$ cat config.mk
export PLATFORM = sky130hd
export DESIGN_NAME = status_indicator_controller
export DESIGN_NICKNAME = d
export VERILOG_FILES = /design/src/rtl/status_ind_pkg.sv /design/src/rtl/blink_if.sv /design/src/rtl/blink_timebase.sv /design/src/rtl/status_indicator_controller.sv
export SDC_FILE = /design/constraint.sdc
export NUM_CORES = 1
export LEC_CHECK = 0
export BUFFER_PORTS_ARGS = -buffer_cell sky130_fd_sc_hd__buf_2
export CAP_MARGIN = 20
export CORE_MARGIN = 1.5
export CORE_UTILIZATION = 40
export DETAILED_ROUTE_END_ITERATION = 10
export GPL_TIMING_DRIVEN = 1
export REMOVE_ABC_BUFFERS = 1
export SETUP_SLACK_MARGIN = 0.15
export SLEW_MARGIN = 0
export SYNTH_ARGS = -nofsm -noshare
export SYNTH_HDL_FRONTEND = slang
export SYNTH_SLANG_ARGS = --single-unit
$ cat constraint.sdc
create_clock -name clk -period 5.9 [get_ports clk]
set_clock_uncertainty 0.15 [all_clocks]
set_input_delay 0.59 -clock clk [delete_from_list [all_inputs] [get_ports clk]]
set_output_delay 0.59 -clock clk [all_outputs]
set_load 0.005 [all_outputs]
$ cat src/rtl/status_ind_pkg.sv
// Constants, register map and types shared by the status indicator controller.
// Behaviour
// - Target indicator shows green while a target is inside the operating range.
// - Target indicator shows red while no target is inside the operating range.
// - Target near minimum range makes the indicator flash green quickly.
// - Target indicator stays lit red or green in normal operation.
// - Unlocked: target colour still shown but gated slowly on and off.
// - Alternate adjust state replaces the slow blink with a double blink.
// - All measurement filters are off while unlocked.
// - Held button blinks red slowly unless adjust disabled and not synced.
// - Feedback flashes are counted; release starts the matching adjust function.
// - Slave without sync input stops measuring and alternates red and green.
// - Each status indicator selects analog, switch, receive, transmit or off.
// - Reset gives square indicator analog, rectangular indicator transmit.
// - Switch source: square follows switch one, rectangular follows switch two.
// - Switch indicator follows switch state and blinks during safe shutdown.
// - Switch counts as on when conducting, same for sinking or sourcing.
// - Analog indicator steady on while distance lies strictly between endpoints.
// - Analog indicator off at or beyond the low value endpoint.
// - Analog indicator flashes fast at or beyond the high value endpoint.
// - Receive flashes on any incoming data; transmit flashes on command replies.
// - In streaming mode the transmit indicator flashes on every transmission.
// - Fault forces the affected switch off; it resumes when the fault clears.
// - No target: hold analog, switches off after one second, both configurable.
package status_ind_pkg;

  localparam int          CLK_MHZ            = 250;
  localparam int          ADDR_W             = 8;
  localparam int          DATA_W             = 32;
  localparam int          DIV_W              = 24;
  localparam int          TDIST_W            = 16;
  localparam int          ADJ_CNT_W          = 8;
  localparam int          CTRL_W             = 9;
  localparam int          NUM_SW             = 2;
  localparam int          PIN_W              = 6;

  localparam logic [ADDR_W-1:0] CTRL_OFFSET     = 8'h00;
  localparam logic [ADDR_W-1:0] SLOW_DIV_OFFSET = 8'h04;
  localparam logic [ADDR_W-1:0] FAST_DIV_OFFSET = 8'h08;
  localparam logic [ADDR_W-1:0] ACT_DIV_OFFSET  = 8'h0C;
  localparam logic [ADDR_W-1:0] STATUS_OFFSET   = 8'h10;

  // Control register fields.
  localparam int          SQ_SRC_LSB         = 0;
  localparam int          RECT_SRC_LSB       = 3;
  localparam int          SRC_W              = 3;
  localparam int          NT_SW_OFF_BIT      = 6;
  localparam int          NT_HOLD_BIT        = 7;
  localparam int          ADJ_EN_BIT         = 8;
  localparam logic [CTRL_W-1:0] CTRL_RESET   = 9'h1E1;

  // Status register fields.
  localparam int          ST_TARGET_BIT      = 0;
  localparam int          ST_NEAR_BIT        = 1;
  localparam int          ST_UNLOCK_BIT      = 2;
  localparam int          ST_ALT_BIT         = 3;
  localparam int          ST_NOSYNC_BIT      = 4;
  localparam int          ST_FAULT_LSB       = 5;
  localparam int          ST_SW_ON_LSB       = 7;
  localparam int          ST_NT_TIMEOUT_BIT  = 9;
  localparam int          ST_ADJ_CODE_LSB    = 10;

  // Pin bundle positions after synchronisation.
  localparam int          PIN_BUTTON         = 0;
  localparam int          PIN_SYNC           = 1;
  localparam int          PIN_OVLD_LSB       = 2;
  localparam int          PIN_OVTEMP_LSB     = 4;

  // Timing: one slow step is an eighth of a slow blink period.
  localparam int          SLOW_STEP_US       = 31250;
  localparam int          FAST_HALF_US       = 62500;
  localparam int          ACT_FLASH_US       = 50000;
  localparam int          NOTARGET_TIME_MS   = 1000;
  localparam logic [DIV_W-1:0] SLOW_DIV_RESET = DIV_W'(SLOW_STEP_US * CLK_MHZ);
  localparam logic [DIV_W-1:0] FAST_DIV_RESET = DIV_W'(FAST_HALF_US * CLK_MHZ);
  localparam logic [DIV_W-1:0] ACT_DIV_RESET  = DIV_W'(ACT_FLASH_US * CLK_MHZ);
  localparam int          NOTARGET_CYCLES    = NOTARGET_TIME_MS * 1000 * CLK_MHZ;

  typedef enum logic [SRC_W-1:0] {
    src_off,
    src_analog,
    src_switch,
    src_rx,
    src_tx
  } src_t;

  typedef enum logic [1:0] {
    ana_low,
    ana_mid,
    ana_high
  } ana_t;

endpackage

$ cat src/rtl/blink_if.sv
// Divider settings and blink phases passed between the controller and its timebase.
`timescale 1ns/100ps
interface blink_if;
  import status_ind_pkg::*;
  logic [DIV_W-1:0] slow_div;
  logic [DIV_W-1:0] fast_div;
  logic             slow;
  logic             fast;
  logic             dbl;
  logic             slow_rise;
  modport gen   (input slow_div, input fast_div, output slow, output fast, output dbl,
                 output slow_rise);
  modport sink  (output slow_div, output fast_div, input slow, input fast, input dbl,
                 input slow_rise);
endinterface

$ cat src/rtl/blink_timebase.sv
// Blink phase generator for slow, fast and double-blink patterns.
`timescale 1ns/100ps
module blink_timebase (
  input  wire logic clk,
  input  wire logic reset_n,
  input  wire logic ce,
  blink_if.gen      tb
);
  import status_ind_pkg::*;

  logic [DIV_W-1:0] step_cnt_reg;
  logic [DIV_W-1:0] fast_cnt_reg;
  logic [2:0]       step_reg;
  logic             fast_reg;
  logic             rise_reg;

  // A divider of zero behaves as one, so a bad write cannot stall the patterns.
  always_ff @(posedge clk) begin
    if (!reset_n) begin
      step_cnt_reg <= '0;
      step_reg     <= '0;
      rise_reg     <= 1'b0;
    end else if (ce) begin
      rise_reg <= 1'b0;
      if (step_cnt_reg + DIV_W'(1) >= tb.slow_div) begin
        step_cnt_reg <= '0;
        step_reg     <= step_reg + 3'h1;
        rise_reg     <= (step_reg == 3'h3);
      end else begin
        step_cnt_reg <= step_cnt_reg + DIV_W'(1);
      end
    end
  end

  always_ff @(posedge clk) begin
    if (!reset_n) begin
      fast_cnt_reg <= '0;
      fast_reg     <= 1'b0;
    end else if (ce) begin
      if (fast_cnt_reg + DIV_W'(1) >= tb.fast_div) begin
        fast_cnt_reg <= '0;
        fast_reg     <= !fast_reg;
      end else begin
        fast_cnt_reg <= fast_cnt_reg + DIV_W'(1);
      end
    end
  end

  assign tb.slow      = step_reg[2];
  // Two short blinks in the lit half, then a dark half.
  assign tb.dbl       = step_reg[2] & step_reg[0];
  assign tb.fast      = fast_reg;
  assign tb.slow_rise = rise_reg;
endmodule

$ cat src/rtl/status_indicator_controller.sv
// Target and output status indicator controller with switch gating and adjust feedback.
`timescale 1ns/100ps
module status_indicator_controller #(
  parameter int unsigned NOTARGET_CNT = status_ind_pkg::NOTARGET_CYCLES
) (
  input  wire logic                                  clk,
  input  wire logic                                  reset_n,
  input  wire logic                                  ce,
  input  wire logic [status_ind_pkg::ADDR_W-1:0]     addr,
  input  wire logic [status_ind_pkg::DATA_W-1:0]     wdata,
  input  wire logic                                  wr_en,
  input  wire logic                                  rd_en,
  output logic      [status_ind_pkg::DATA_W-1:0]     rdata,
  input  wire logic                                  target_detected,
  input  wire logic                                  near_min,
  input  wire logic                                  unlocked,
  input  wire logic                                  alternate_adjust_state,
  input  wire logic                                  sync_master,
  input  wire logic                                  sync_slave,
  input  wire logic [status_ind_pkg::TDIST_W-1:0]    target_distance,
  input  wire logic [status_ind_pkg::TDIST_W-1:0]    low_endpoint,
  input  wire logic [status_ind_pkg::TDIST_W-1:0]    high_endpoint,
  input  wire logic [status_ind_pkg::NUM_SW-1:0]     sw_request,
  input  wire logic                                  rx_activity,
  input  wire logic                                  tx_reply,
  input  wire logic                                  tx_char,
  input  wire logic                                  streaming_mode,
  input  wire logic                                  adjust_button,
  input  wire logic                                  sync_in,
  input  wire logic [status_ind_pkg::NUM_SW-1:0]     sw_overload,
  input  wire logic [status_ind_pkg::NUM_SW-1:0]     sw_overtemp,
  output logic                                       led_target_red,
  output logic                                       led_target_green,
  output logic                                       led_square,
  output logic                                       led_rect,
  output logic      [status_ind_pkg::NUM_SW-1:0]     sw_drive,
  output logic                                       analog_hold,
  output logic                                       filters_off,
  output logic                                       measure_stop,
  output logic                                       adjust_strobe,
  output logic      [status_ind_pkg::ADJ_CNT_W-1:0]  adjust_code
);
  import status_ind_pkg::*;

  localparam int NT_W = $clog2(NOTARGET_CNT + 1);

  blink_if tb ();

  logic [CTRL_W-1:0]    ctrl_reg;
  logic [DIV_W-1:0]     slow_div_reg;
  logic [DIV_W-1:0]     fast_div_reg;
  logic [DIV_W-1:0]     act_div_reg;
  logic [DATA_W-1:0]    rdata_reg;
  logic [PIN_W-1:0]     pin_meta_reg;
  logic [PIN_W-1:0]     pin_sync_reg;
  logic                 button_prev_reg;
  logic [ADJ_CNT_W-1:0] flash_cnt_reg;
  logic                 fb_seen_reg;
  logic                 adjust_strobe_reg;
  logic [ADJ_CNT_W-1:0] adjust_code_reg;
  logic [NT_W-1:0]      nt_cnt_reg;
  logic                 nt_timeout_reg;
  logic [NUM_SW-1:0]    sw_drive_reg;
  logic [DIV_W-1:0]     rx_cnt_reg;
  logic [DIV_W-1:0]     tx_cnt_reg;
  logic                 red_reg;
  logic                 green_reg;
  logic                 red_next;
  logic                 green_next;
  logic                 square_reg;
  logic                 rect_reg;
  logic                 analog_hold_reg;
  logic                 filters_off_reg;
  logic                 measure_stop_reg;

  logic                 button_held;
  logic                 sync_ok;
  logic [NUM_SW-1:0]    sw_fault;
  logic                 nosync;
  logic                 fb_active;
  logic                 gate;
  logic                 rx_on;
  logic                 tx_on;
  logic                 tx_event;
  ana_t                 zone;
  logic [NUM_SW-1:0]    sw_drive_next;

  // Works for either analog slope: the low endpoint may lie nearer or farther.
  function automatic ana_t analog_zone(input logic [TDIST_W-1:0] d,
                                       input logic [TDIST_W-1:0] lo,
                                       input logic [TDIST_W-1:0] hi);
    logic inc;
    inc = (lo <= hi);
    if (inc ? (d <= lo) : (d >= lo)) begin
      return ana_low;
    end else if (inc ? (d >= hi) : (d <= hi)) begin
      return ana_high;
    end
    return ana_mid;
  endfunction

  function automatic logic indicator_level(input logic [SRC_W-1:0] sel,
                                           input ana_t             az,
                                           input logic             sw_on,
                                           input logic             sw_flt,
                                           input logic             rx_lit,
                                           input logic             tx_lit,
                                           input logic             slow,
                                           input logic             fast);
    logic lit;
    lit = 1'b0;
    case (sel)
      src_analog: begin
        lit = (az == ana_mid) | ((az == ana_high) & fast);
      end
      src_switch: begin
        lit = sw_flt ? slow : sw_on;
      end
      src_rx: begin
        lit = rx_lit;
      end
      src_tx: begin
        lit = tx_lit;
      end
      default: begin
        lit = 1'b0;
      end
    endcase
    return lit;
  endfunction

  blink_timebase u_timebase (
    .clk     (clk),
    .reset_n (reset_n),
    .ce      (ce),
    .tb      (tb.gen)
  );

  assign tb.slow_div = slow_div_reg;
  assign tb.fast_div = fast_div_reg;

  // Register writes.
  always_ff @(posedge clk) begin
    if (!reset_n) begin
      ctrl_reg     <= CTRL_RESET;
      slow_div_reg <= SLOW_DIV_RESET;
      fast_div_reg <= FAST_DIV_RESET;
      act_div_reg  <= ACT_DIV_RESET;
    end else if (ce && wr_en) begin
      unique case (addr)
        CTRL_OFFSET:     ctrl_reg     <= wdata[CTRL_W-1:0];
        SLOW_DIV_OFFSET: slow_div_reg <= wdata[DIV_W-1:0];
        FAST_DIV_OFFSET: fast_div_reg <= wdata[DIV_W-1:0];
        ACT_DIV_OFFSET:  act_div_reg  <= wdata[DIV_W-1:0];
        default: begin
        end
      endcase
    end
  end

  // Read data stand for exactly the cycle after the strobe; unmapped reads return zero.
  always_ff @(posedge clk) begin
    if (!reset_n) begin
      rdata_reg <= '0;
    end else if (ce) begin
      rdata_reg <= '0;
      if (rd_en) begin
        unique case (addr)
          CTRL_OFFSET:     rdata_reg <= DATA_W'(ctrl_reg);
          SLOW_DIV_OFFSET: rdata_reg <= DATA_W'(slow_div_reg);
          FAST_DIV_OFFSET: rdata_reg <= DATA_W'(fast_div_reg);
          ACT_DIV_OFFSET:  rdata_reg <= DATA_W'(act_div_reg);
          STATUS_OFFSET: begin
            rdata_reg[ST_TARGET_BIT]                          <= target_detected;
            rdata_reg[ST_NEAR_BIT]                            <= near_min;
            rdata_reg[ST_UNLOCK_BIT]                          <= unlocked;
            rdata_reg[ST_ALT_BIT]                             <= alternate_adjust_state;
            rdata_reg[ST_NOSYNC_BIT]                          <= nosync;
            rdata_reg[ST_FAULT_LSB +: NUM_SW]                 <= sw_fault;
            rdata_reg[ST_SW_ON_LSB +: NUM_SW]                 <= sw_drive_reg;
            rdata_reg[ST_NT_TIMEOUT_BIT]                      <= nt_timeout_reg;
            rdata_reg[ST_ADJ_CODE_LSB +: ADJ_CNT_W]           <= adjust_code_reg;
          end
          default: begin
          end
        endcase
      end
    end
  end

  // Pins from outside the clock domain pass two flip-flops before use.
  always_ff @(posedge clk) begin
    if (!reset_n) begin
      pin_meta_reg <= '0;
      pin_sync_reg <= '0;
    end else if (ce) begin
      pin_meta_reg <= {sw_overtemp, sw_overload, sync_in, adjust_button};
      pin_sync_reg <= pin_meta_reg;
    end
  end

  assign button_held = pin_sync_reg[PIN_BUTTON];
  assign sync_ok     = pin_sync_reg[PIN_SYNC];
  assign sw_fault    = pin_sync_reg[PIN_OVLD_LSB +: NUM_SW] |
                       pin_sync_reg[PIN_OVTEMP_LSB +: NUM_SW];
  assign nosync      = sync_slave & !sync_ok;
  // Feedback is withheld only for a disabled button on a sensor outside any sync group.
  assign fb_active   = button_held &
                       (ctrl_reg[ADJ_EN_BIT] | sync_master | sync_slave);
  assign gate        = alternate_adjust_state ? tb.dbl : tb.slow;
  assign zone        = analog_zone(target_distance, low_endpoint, high_endpoint);
  assign rx_on       = (rx_cnt_reg != '0);
  assign tx_on       = (tx_cnt_reg != '0);
  assign tx_event    = tx_reply | (streaming_mode & tx_char);

  // Adjust feedback: count slow flashes while held, report the count on release.
  always_ff @(posedge clk) begin
    if (!reset_n) begin
      button_prev_reg   <= 1'b0;
      flash_cnt_reg     <= '0;
      fb_seen_reg       <= 1'b0;
      adjust_strobe_reg <= 1'b0;
      adjust_code_reg   <= '0;
    end else if (ce) begin
      button_prev_reg   <= button_held;
      adjust_strobe_reg <= 1'b0;
      if (fb_active) begin
        fb_seen_reg <= 1'b1;
        if (tb.slow_rise && flash_cnt_reg != '1) begin
          flash_cnt_reg <= flash_cnt_reg + ADJ_CNT_W'(1);
        end
      end
      if (button_prev_reg && !button_held) begin
        adjust_strobe_reg <= fb_seen_reg;
        if (fb_seen_reg) begin
          adjust_code_reg <= flash_cnt_reg;
        end
        flash_cnt_reg <= '0;
        fb_seen_reg   <= 1'b0;
      end
    end
  end

  // No-target timer; it restarts whenever a target is seen again.
  always_ff @(posedge clk) begin
    if (!reset_n) begin
      nt_cnt_reg     <= '0;
      nt_timeout_reg <= 1'b0;
    end else if (ce) begin
      if (target_detected) begin
        nt_cnt_reg     <= '0;
        nt_timeout_reg <= 1'b0;
      end else if (nt_cnt_reg + NT_W'(1) >= NT_W'(NOTARGET_CNT)) begin
        nt_timeout_reg <= 1'b1;
      end else begin
        nt_cnt_reg <= nt_cnt_reg + NT_W'(1);
      end
    end
  end

  always_comb begin
    for (int i = 0; i < NUM_SW; i++) begin
      sw_drive_next[i] = sw_request[i] & !sw_fault[i] &
                         !(nt_timeout_reg & ctrl_reg[NT_SW_OFF_BIT]);
    end
  end

  always_ff @(posedge clk) begin
    if (!reset_n) begin
      sw_drive_reg     <= '0;
      analog_hold_reg  <= 1'b0;
      filters_off_reg  <= 1'b0;
      measure_stop_reg <= 1'b0;
    end else if (ce) begin
      sw_drive_reg     <= sw_drive_next;
      analog_hold_reg  <= !target_detected & ctrl_reg[NT_HOLD_BIT];
      filters_off_reg  <= unlocked;
      measure_stop_reg <= nosync;
    end
  end

  // Activity flashes: a short event is stretched so the eye can see it.
  always_ff @(posedge clk) begin
    if (!reset_n) begin
      rx_cnt_reg <= '0;
      tx_cnt_reg <= '0;
    end else if (ce) begin
      if (rx_activity) begin
        rx_cnt_reg <= act_div_reg;
      end else if (rx_on) begin
        rx_cnt_reg <= rx_cnt_reg - DIV_W'(1);
      end
      if (tx_event) begin
        tx_cnt_reg <= act_div_reg;
      end else if (tx_on) begin
        tx_cnt_reg <= tx_cnt_reg - DIV_W'(1);
      end
    end
  end

  // Target colour priority: missing sync, then button feedback, then target status.
  always_comb begin
    red_next   = 1'b0;
    green_next = 1'b0;
    if (nosync) begin
      red_next   = tb.slow;
      green_next = !tb.slow;
    end else if (fb_active) begin
      red_next = alternate_adjust_state ? tb.dbl : tb.slow;
    end else begin
      if (target_detected && near_min) begin
        green_next = tb.fast;
      end else begin
        green_next = target_detected;
        red_next   = !target_detected;
      end
      if (unlocked) begin
        red_next   = red_next & gate;
        green_next = green_next & gate;
      end
    end
  end

  always_ff @(posedge clk) begin
    if (!reset_n) begin
      red_reg    <= 1'b0;
      green_reg  <= 1'b0;
      square_reg <= 1'b0;
      rect_reg   <= 1'b0;
    end else if (ce) begin
      red_reg    <= red_next;
      green_reg  <= green_next;
      square_reg <= indicator_level(ctrl_reg[SQ_SRC_LSB +: SRC_W], zone,
                                    sw_drive_reg[0], sw_fault[0], rx_on, tx_on,
                                    tb.slow, tb.fast);
      rect_reg   <= indicator_level(ctrl_reg[RECT_SRC_LSB +: SRC_W], zone,
                                    sw_drive_reg[1], sw_fault[1], rx_on, tx_on,
                                    tb.slow, tb.fast);
    end
  end

  assign rdata            = rdata_reg;
  assign led_target_red   = red_reg;
  assign led_target_green = green_reg;
  assign led_square       = square_reg;
  assign led_rect         = rect_reg;
  assign sw_drive         = sw_drive_reg;
  assign analog_hold      = analog_hold_reg;
  assign filters_off      = filters_off_reg;
  assign measure_stop     = measure_stop_reg;
  assign adjust_strobe    = adjust_strobe_reg;
  assign adjust_code      = adjust_code_reg;

endmodule

Word level (Yosys, flattened, before mapping):

Cells that the tools add are included.

* register bits after elaboration: 283
* input bits: 111
* output and inout bits: 50
* word-level logic and storage cells: 156

* $add $sub $neg: 7
* $lt $le $gt $ge: 8
* equal/unequal tests: 17
* mux-type cells: 44
* bitwise operators: 18
* reduce and logical (&&, ||, !) cells: 33

Operators by type and width (count)
* $mux 24: 7
* $pmux 18 s5: 1
* $mux 28: 2
* $add 24x1->24 const B: 2
* $ge 24x24->1: 2
* $le 16x16->1: 3
* $reduce_bool 24->1: 2
* $sub 24x1->24 const B: 2
* $ge 16x16->1: 2
* $add 28x1->28 const B: 1
* $ge 28x28->1 const B: 1
* $mux 1: 25
* $mux 8: 3
* $reduce_and 2->1: 11
* $pmux 6 s3: 1
* $eq 8x4->1 const B: 2
* $eq 3x2->1 const B: 5
* $and 1x1->1: 13
* $reduce_bool 2->1: 5
* $add 8x1->8 const B: 1
* $eq 8x3->1 const B: 1
* $eq 8x5->1 const B: 1
* $logic_not 1->1: 8
* $logic_not 8->1: 1
* 13 further kinds: 25

Longest topological paths before layout:

Gate-level depths: netlist of run 1.

* depth in word-level cells: 9
* gate-level depth with buffers: 20

By module:

Synthesis of run 1 repeated with hierarchy kept, for this count alone.

* cells, all modules: 2199
* area, all modules: 16666.0 sq um

By module, submodules not included
* status_indicator_controller: instances 1, cells an instance 1618, area an instance 12136.6 sq um
* blink_timebase: instances 1, cells an instance 581, area an instance 4529.3 sq um

Worst setup path after synthesis of run 1:

Ideal clock, no wire load.

* path kind: register to register
* start: register u_timebase.step_cnt_reg[0]
* end: register u_timebase.step_cnt_reg[15]
* setup time: 61 ps
* arrival time: 3751 ps
* required time: 5689 ps
* setup slack: 1938 ps
* cell stages (with the launch flop): 21
* buffers on the path: 2
* period minus slack after synthesis: 3962 ps
* path through: dfxtp_1 > ha_1 > nand3_1 > inv_1 > nand3_1 > nor3_1 > nand2_1 > nor3_1 > xor2_1 > ha_1 > a21o_1 > a21o_1 > a21oi_1 > nor2b_1 > o21ai_0 > a21oi_1 > nor2_1 > and3_1 > clkbuf_1 > clkbuf_1 > a32o_1

* cells in the longest elaborated chain, start to end: 3

RTL lines
* start: declaration: line blink_timebase.sv:11 `logic [DIV_W-1:0] step_cnt_reg;`
* start signal: assignment: line blink_timebase.sv:30 `step_cnt_reg <= step_cnt_reg + DIV_W'(1);`
* $add 24x1->24 *: line blink_timebase.sv:25, blink_timebase.sv:30
* $ge 24x24->1: line blink_timebase.sv:25 `if (step_cnt_reg + DIV_W'(1) >= tb.slow_div) begin`
* $mux 24 *: line blink_timebase.sv:25

Mark *: on every way between the ends. The rest lies on a longest branch, timed or not.
A chain may end at the register's enable or synchronous reset.

Worst setup path after layout of run 1:

* start: register u_timebase.step_cnt_reg[0]
* end: register u_timebase.step_cnt_reg[20]

The elaborated chain is that of the path after synthesis.

==> impl_metrics.toml, run 1 <==
[clock_network]
post_cts_buffers = 0
ctsResizeCount = 0
clk_path_buf_depth = 3
clock_sinks = 275
tritoncts = "done"
clkTransAtPathRegs_ns = 0.06
cts_buffers = 34
holdBufCountCts = 0
htreeDepth = 2
clkLatencyLatePin_ns = 0.55
cts_root_buffer = "clkbuf_16"

[global_route]
grt.met1_usage_pct = 32.8
groute.usage.overall_pct = 23.4
grt_pass1_wl_mm = 77.3
grt.met2_usage_pct = 36.7
grt_antenna_before_repair = 1
grtUsageMet3_pct = 3.66
grt_max_degree = 91
overflow = 0
top_usage_layer = "met2"
grt_pass1_vias = 14200

[layout]
final_util_pct = 46.6
fin_area_sq_um = 18200
ff_latch_area_sq_um = 5510
nFillCells = 3880
largest_reg_flops = 28
fin_nets = 2330
diodes = 0
layout-drive-gt1-share_pct = 12.6
areaGrowthSynthToFinish_pct = 14.0
finalNonFillerCells = 2655
multi_input_area_sq_um = 9510

[detailed_routing]
drc = 0
routedWlPerCell_um = 18.3
routed_wl_mm = 48.5
first_iter_violations = 1145
dr.pass1.iters = 6
ant_nets = 0
vias = 15100
via_per_inst = 5.70

[place]
place_congestion = 0.869
dp.cells = 2595
io_buffers = 144
dp_slack_ns = 1.33
dpl-instance-area_sq_um = 16900
hpwlAfterDp_mm = 34.6

[timing]
period_share_pct = 79.5
relSlewSlack_pct = 27.2
hold_viol_final = 0
setup_viol = 0
grt_setup_unrepaired = "false"
fin_ws_ns = 1.21
setup_tns_ns = 0
hold_ws_ns = 0.145
fin_crit_ns = 4.69
slew_violations = 0
clock.fmax_mhz = 213
worstMarginPinSlew_ns = 1.09

[critical_path]
cp_slowest_stage_delay_ns = 0.71
cp_cell_sequence = "ha_1 -> nand3_1 -> inv_1 -> nand3_1 -> nor3_1 -> nand2_1 -> nor3_1 -> xor2_1 -> ha_1 -> a21o_1 -> a21o_1 -> a21oi_1 -> nor2b_1 -> o21ai_0 -> a21oi_1 -> nor2_1 -> and3_1 -> a32o_1"
crit_fanout = 15
crit_arrival_ns = 5.03
path_class = "reg -> reg"
crit_path_start_kind = "flip-flop"
worstPathRequired_ns = 6.24
ff2ff_setup_slack_ns = 1.21
cp-end-kind = "flip-flop"
cp_slowest_cell = "and3_1"

[pwr]
p_per_area_nw_per_um2 = 256
vdd_drop_max_uv = 183
p_total_mw = 4.66
leakage_nw = 7.65

[floorplanning]
coreArea_sq_um = 39000
fp.dieW_um = 203
fp-row-count = 72
die-area_sq_um = 41100
die_height_um = 203
start_util_pct = 40.9
pin_count = 161

[synthesis]
synth_top_area_share_pct = 34.5
yosys_register_bits = 275
synth_edf_count = 0
netlist_area_sq_um = 16000
ys_seq_area_share_pct = 34.5
synth_ff_type = "dfxtp_1"
synth_area_per_cell_sq_um = 7.83
synth.distinct_cells = 87
synthCells = 2037
synth_area_leaders = "dfxtp_1 (35%), ha_1 (8.2%), nand2_1 (6.5%), a21oi_1 (4.9%), nor2_1 (4.4%)"
yosysWarnings = 0
postSynth.asyncResetShare_pct = 0
synth_top_cell_by_area = "dfxtp_1"

[min_path]
min_path_type = "in -> reg"

[run]
cap_violations = 0

[outcome]
outcome = "finished, final reports clean"
==> area by class of cell <==
cell class	instances	area share, %
sequential	275	30.3
multi-input combinational	1527	52.3
clock buffer	45	5.41
timing repair buffer	163	4.91
inverter	114	2.38
tap	518	3.56
clock inverter	13	1.19
==> Yosys cell counts, types with 9 or more instances <==
cell type,number
a31oi_1,29
inv_1,112
and2_1,11
or2_2,9
and3_1,25
nor2b_1,13
nor2_1,188
clkbuf_1,95
nand2b_1,14
o21ai_2,9
a32o_1,28
ha_1,104
or3_1,20
o22ai_1,9
nor3_1,49
a22oi_1,27
a222oi_1,18
o21ai_0,107
dfxtp_1,275
nand4_1,51
xor2_1,36
nand3_1,71
a21oi_1,155
nand2_1,276
nor4_1,19
buf_4,10
mux2i_1,38
buf_2,14
a21o_1,35
o211ai_1,31
xnor2_1,32
==> power breakdown <==
part	internal, mW	leakage (nW)	switching, mW
combinational	0.173	4.83	0.299
clock	1.40	0.594	0.861
sequential	1.89	2.23	0.0352
==> cell families (layout without fill, tap and decap cells) <==
group / count (synthesis) / in the layout / share of synthesized area, %
other: 1 / 8 / 0.0235
AO/OA/AOI/OAI: 526 / 526 / 21.8
buffers and inverters: 242 / 335 / 6.18
AND/OR/NAND/NOR: 782 / 782 / 23.1
multiplexers: 39 / 39 / 2.46
flip-flops: 275 / 275 / 34.5
adder cells (fa/ha/maj): 104 / 104 / 8.16
XOR/XNOR: 68 / 68 / 3.73
==> critical path: cells and delay by family (launching register included) <==
family,cells,cell delay [ns]
AO/OA/AOI/OAI,6,1.01
AND/OR/NAND/NOR,8,2.40
adder cells (fa/ha/maj),2,0.44
XOR/XNOR,1,0.12
buffers and inverters,1,0.10
flip-flops,1,0.41
==> routing by layer <==
metal	vias up	routed length, um
met4	0	1440
met3	80	2730
met1	7189	23200
met5	-	0
li1	7435	-
met2	436	21200
==> cell usage in the layout, fill, tap and decap left out, types with 9 or more instances in the layout <==
cell type  Yosys  routed
xnor2_1       32      32
xor2_1        36      36
a32o_1        28      28
dfxtp_1      275     275
a21oi_1      155     154
a222oi_1      18      18
o21ai_0      107     107
a21o_1        35      35
and3_1        25      25
and2_1        11      11
inv_1        112     112
a22oi_1       27      27
buf_2         14     143
nor3_1        49      47
mux2i_1       38      38
clkbuf_16      0      35
nand3_1       71      71
nand2b_1      14      14
ha_1         104     104
nor2b_1       13      12
or2_2          9       9
a31oi_1       29      29
buf_4         10      18
o211ai_1      31      31
o22ai_1        9       9
nor4_1        19      19
nand4_1       51      51
nand2_1      276     276
o21ai_2        9       9
nor2_1       188     187
or3_1         20      20
==> final timing paths <==
path | startpoint | end | cells after the start
hold reg to reg | slow_div_reg[9] | slow_div_reg[9] | 2
hold / removal | wdata[19] | act_div_reg[19] | 3
setup / recovery | u_timebase.step_cnt_reg[0] | u_timebase.step_cnt_reg[20] | 18
setup reg to reg | u_timebase.step_cnt_reg[0] | u_timebase.step_cnt_reg[20] | 18
No activity file was read; power rests on OpenSTA's default activity.
==> run 2, diff against run 1 <==
Clock period 5.9 ns to 4.65 ns, I/O delays scaled along.
==> run 2 against run 1 <==
  * Register-to-register slack worse by 0.62 ns
  * Power up 20%
  * Sequential power up 27%
  * Flip-flop and latch count unchanged
  * First-iteration DRC count down 4.5%
  * Highest routed layer unchanged
==> impl_metrics.toml, run 2 (synthesized netlist as in run 1, its figures left out) <==
[timing]
period_share_pct = 87.3
clock.fmax_mhz = 246
hold_viol_final = 0
fin_crit_ns = 4.06
slew_violations = 0
worstMarginPinSlew_ns = 1.14
setup_viol = 0
grt_setup_unrepaired = "false"
setup_tns_ns = 0
relSlewSlack_pct = 24.1

[critical_path]
path_class = "reg -> reg"
ff2ff_setup_slack_ns = 0.59
cp-end-kind = "flip-flop"
crit_arrival_ns = 4.35
crit_path_start_kind = "flip-flop"
crit_fanout = 9
worstPathRequired_ns = 4.94

[clock_network]
htreeDepth = 2
ctsResizeCount = 0
clk_path_buf_depth = 3
post_cts_buffers = 0
holdBufCountCts = 0
tritoncts = "done"
clock_sinks = 275
clkTransAtPathRegs_ns = 0.06
cts_buffers = 34
cts_root_buffer = "clkbuf_16"
clkLatencyLatePin_ns = 0.52

[layout]
most-common-layout-cells = "nand2_1 (276), dfxtp_1 (275), nor2_1 (186)"
layout-drive-gt1-share_pct = 12.9
fin_area_sq_um = 18100
nFillCells = 3879
layout_commonest_cell = "nand2_1"
fin_nets = 2341
largest_reg_flops = 28
areaGrowthSynthToFinish_pct = 13.6

[detailed_routing]
dr.pass1.iters = 8
drc = 0
via_per_inst = 5.75
routed_wl_mm = 48.6
first_iter_violations = 1093
vias = 15300
routedWlPerCell_um = 18.2
ant_nets = 0

[min_path]
min_path_type = "in -> reg"

[floorplanning]
die-area_sq_um = 41100
die_height_um = 203
fp.dieW_um = 203
pin_count = 161
fp-row-count = 72
start_util_pct = 40.9
coreArea_sq_um = 39000

[global_route]
grt_pass1_wl_mm = 76.9
grt_max_degree = 77
overflow = 0
grt_antenna_before_repair = 3
groute.usage.overall_pct = 23.2
grt_pass1_vias = 14300

[place]
dpl-instance-area_sq_um = 17000
hpwlAfterDp_mm = 35.1
place_congestion = 0.882
io_buffers = 144

[pwr]
vdd_drop_max_uv = 222
leakage_nw = 7.62
p_per_area_nw_per_um2 = 309

[outcome]
outcome = "finished, final reports clean"

[run]
cap_violations = 0
## run 2: final cells by class
type	count	area (sq um)	area share [%]
repair buffers	174	948	5.24
well taps	518	648	3.58
flip-flops and latches	275	5510	30.4
clock inverters	8	93.8	0.518
inverters	114	433	2.39
diodes	3	7.51	0.0414
multi-input cells	1527	9530	52.6
clock buffers	47	951	5.25
## run 2: metrics by stage
step	instances	hold WS, ns	util (%)	total power [mW]	setup WS [ns]
final	2666	0.0514	46.4	5.61	0.589
after global routing	2666	0.0537	46.4	5.83	0.187
after CTS	2663	0.0373	46.4	5.65	0.219
after detailed placement	2608	0.298	43.7	3.10	0.266
after global placement	2608	0.293	43.7	3.08	0.365
after floorplan	1916	0.286	-	2.85	0.734
## run 2: power breakdown
part	leakage (nW)	switching (mW)	internal, mW
Sequential	2.23	0.0450	2.40
Combinational	4.87	0.379	0.225
Clock	0.516	1.02	1.53
Total	7.62	1.45	4.16
## run 2: worst max-delay path: stages, from the launching register on
cell	delay, ns
dfxtp_1	0.42
ha_1	0.24
nand3_1	0.17
inv_1	0.09
nand3_1	0.21
nor3_2	0.23
nand2_1	0.13
nor3_1	0.27
xor2_1	0.24
ha_1	0.18
a21o_1	0.11
a21o_1	0.11
a21oi_1	0.07
nor2b_1	0.10
o21ai_0	0.08
a21oi_1	0.28
nor2_2	0.14
a21oi_2	0.52
mux2i_1	0.24
## run 2: per-layer routing
metal  GRT usage, %  routed length [um]
met1           32.5               22700
met2           36.6               21400
met3           2.94                3080
met4           7.75                1430
met5              0                   0
## run 2: final timing paths
| path | startpoint | end | cells after the start |
|---|---|---|---|
| max | u_timebase.step_cnt_reg[0] | u_timebase.step_reg[0] | 18 |
| min | wdata[18] | act_div_reg[18] | 3 |
| max reg2reg | u_timebase.step_cnt_reg[0] | u_timebase.step_reg[0] | 18 |
| min reg2reg | slow_div_reg[11] | slow_div_reg[11] | 2 |
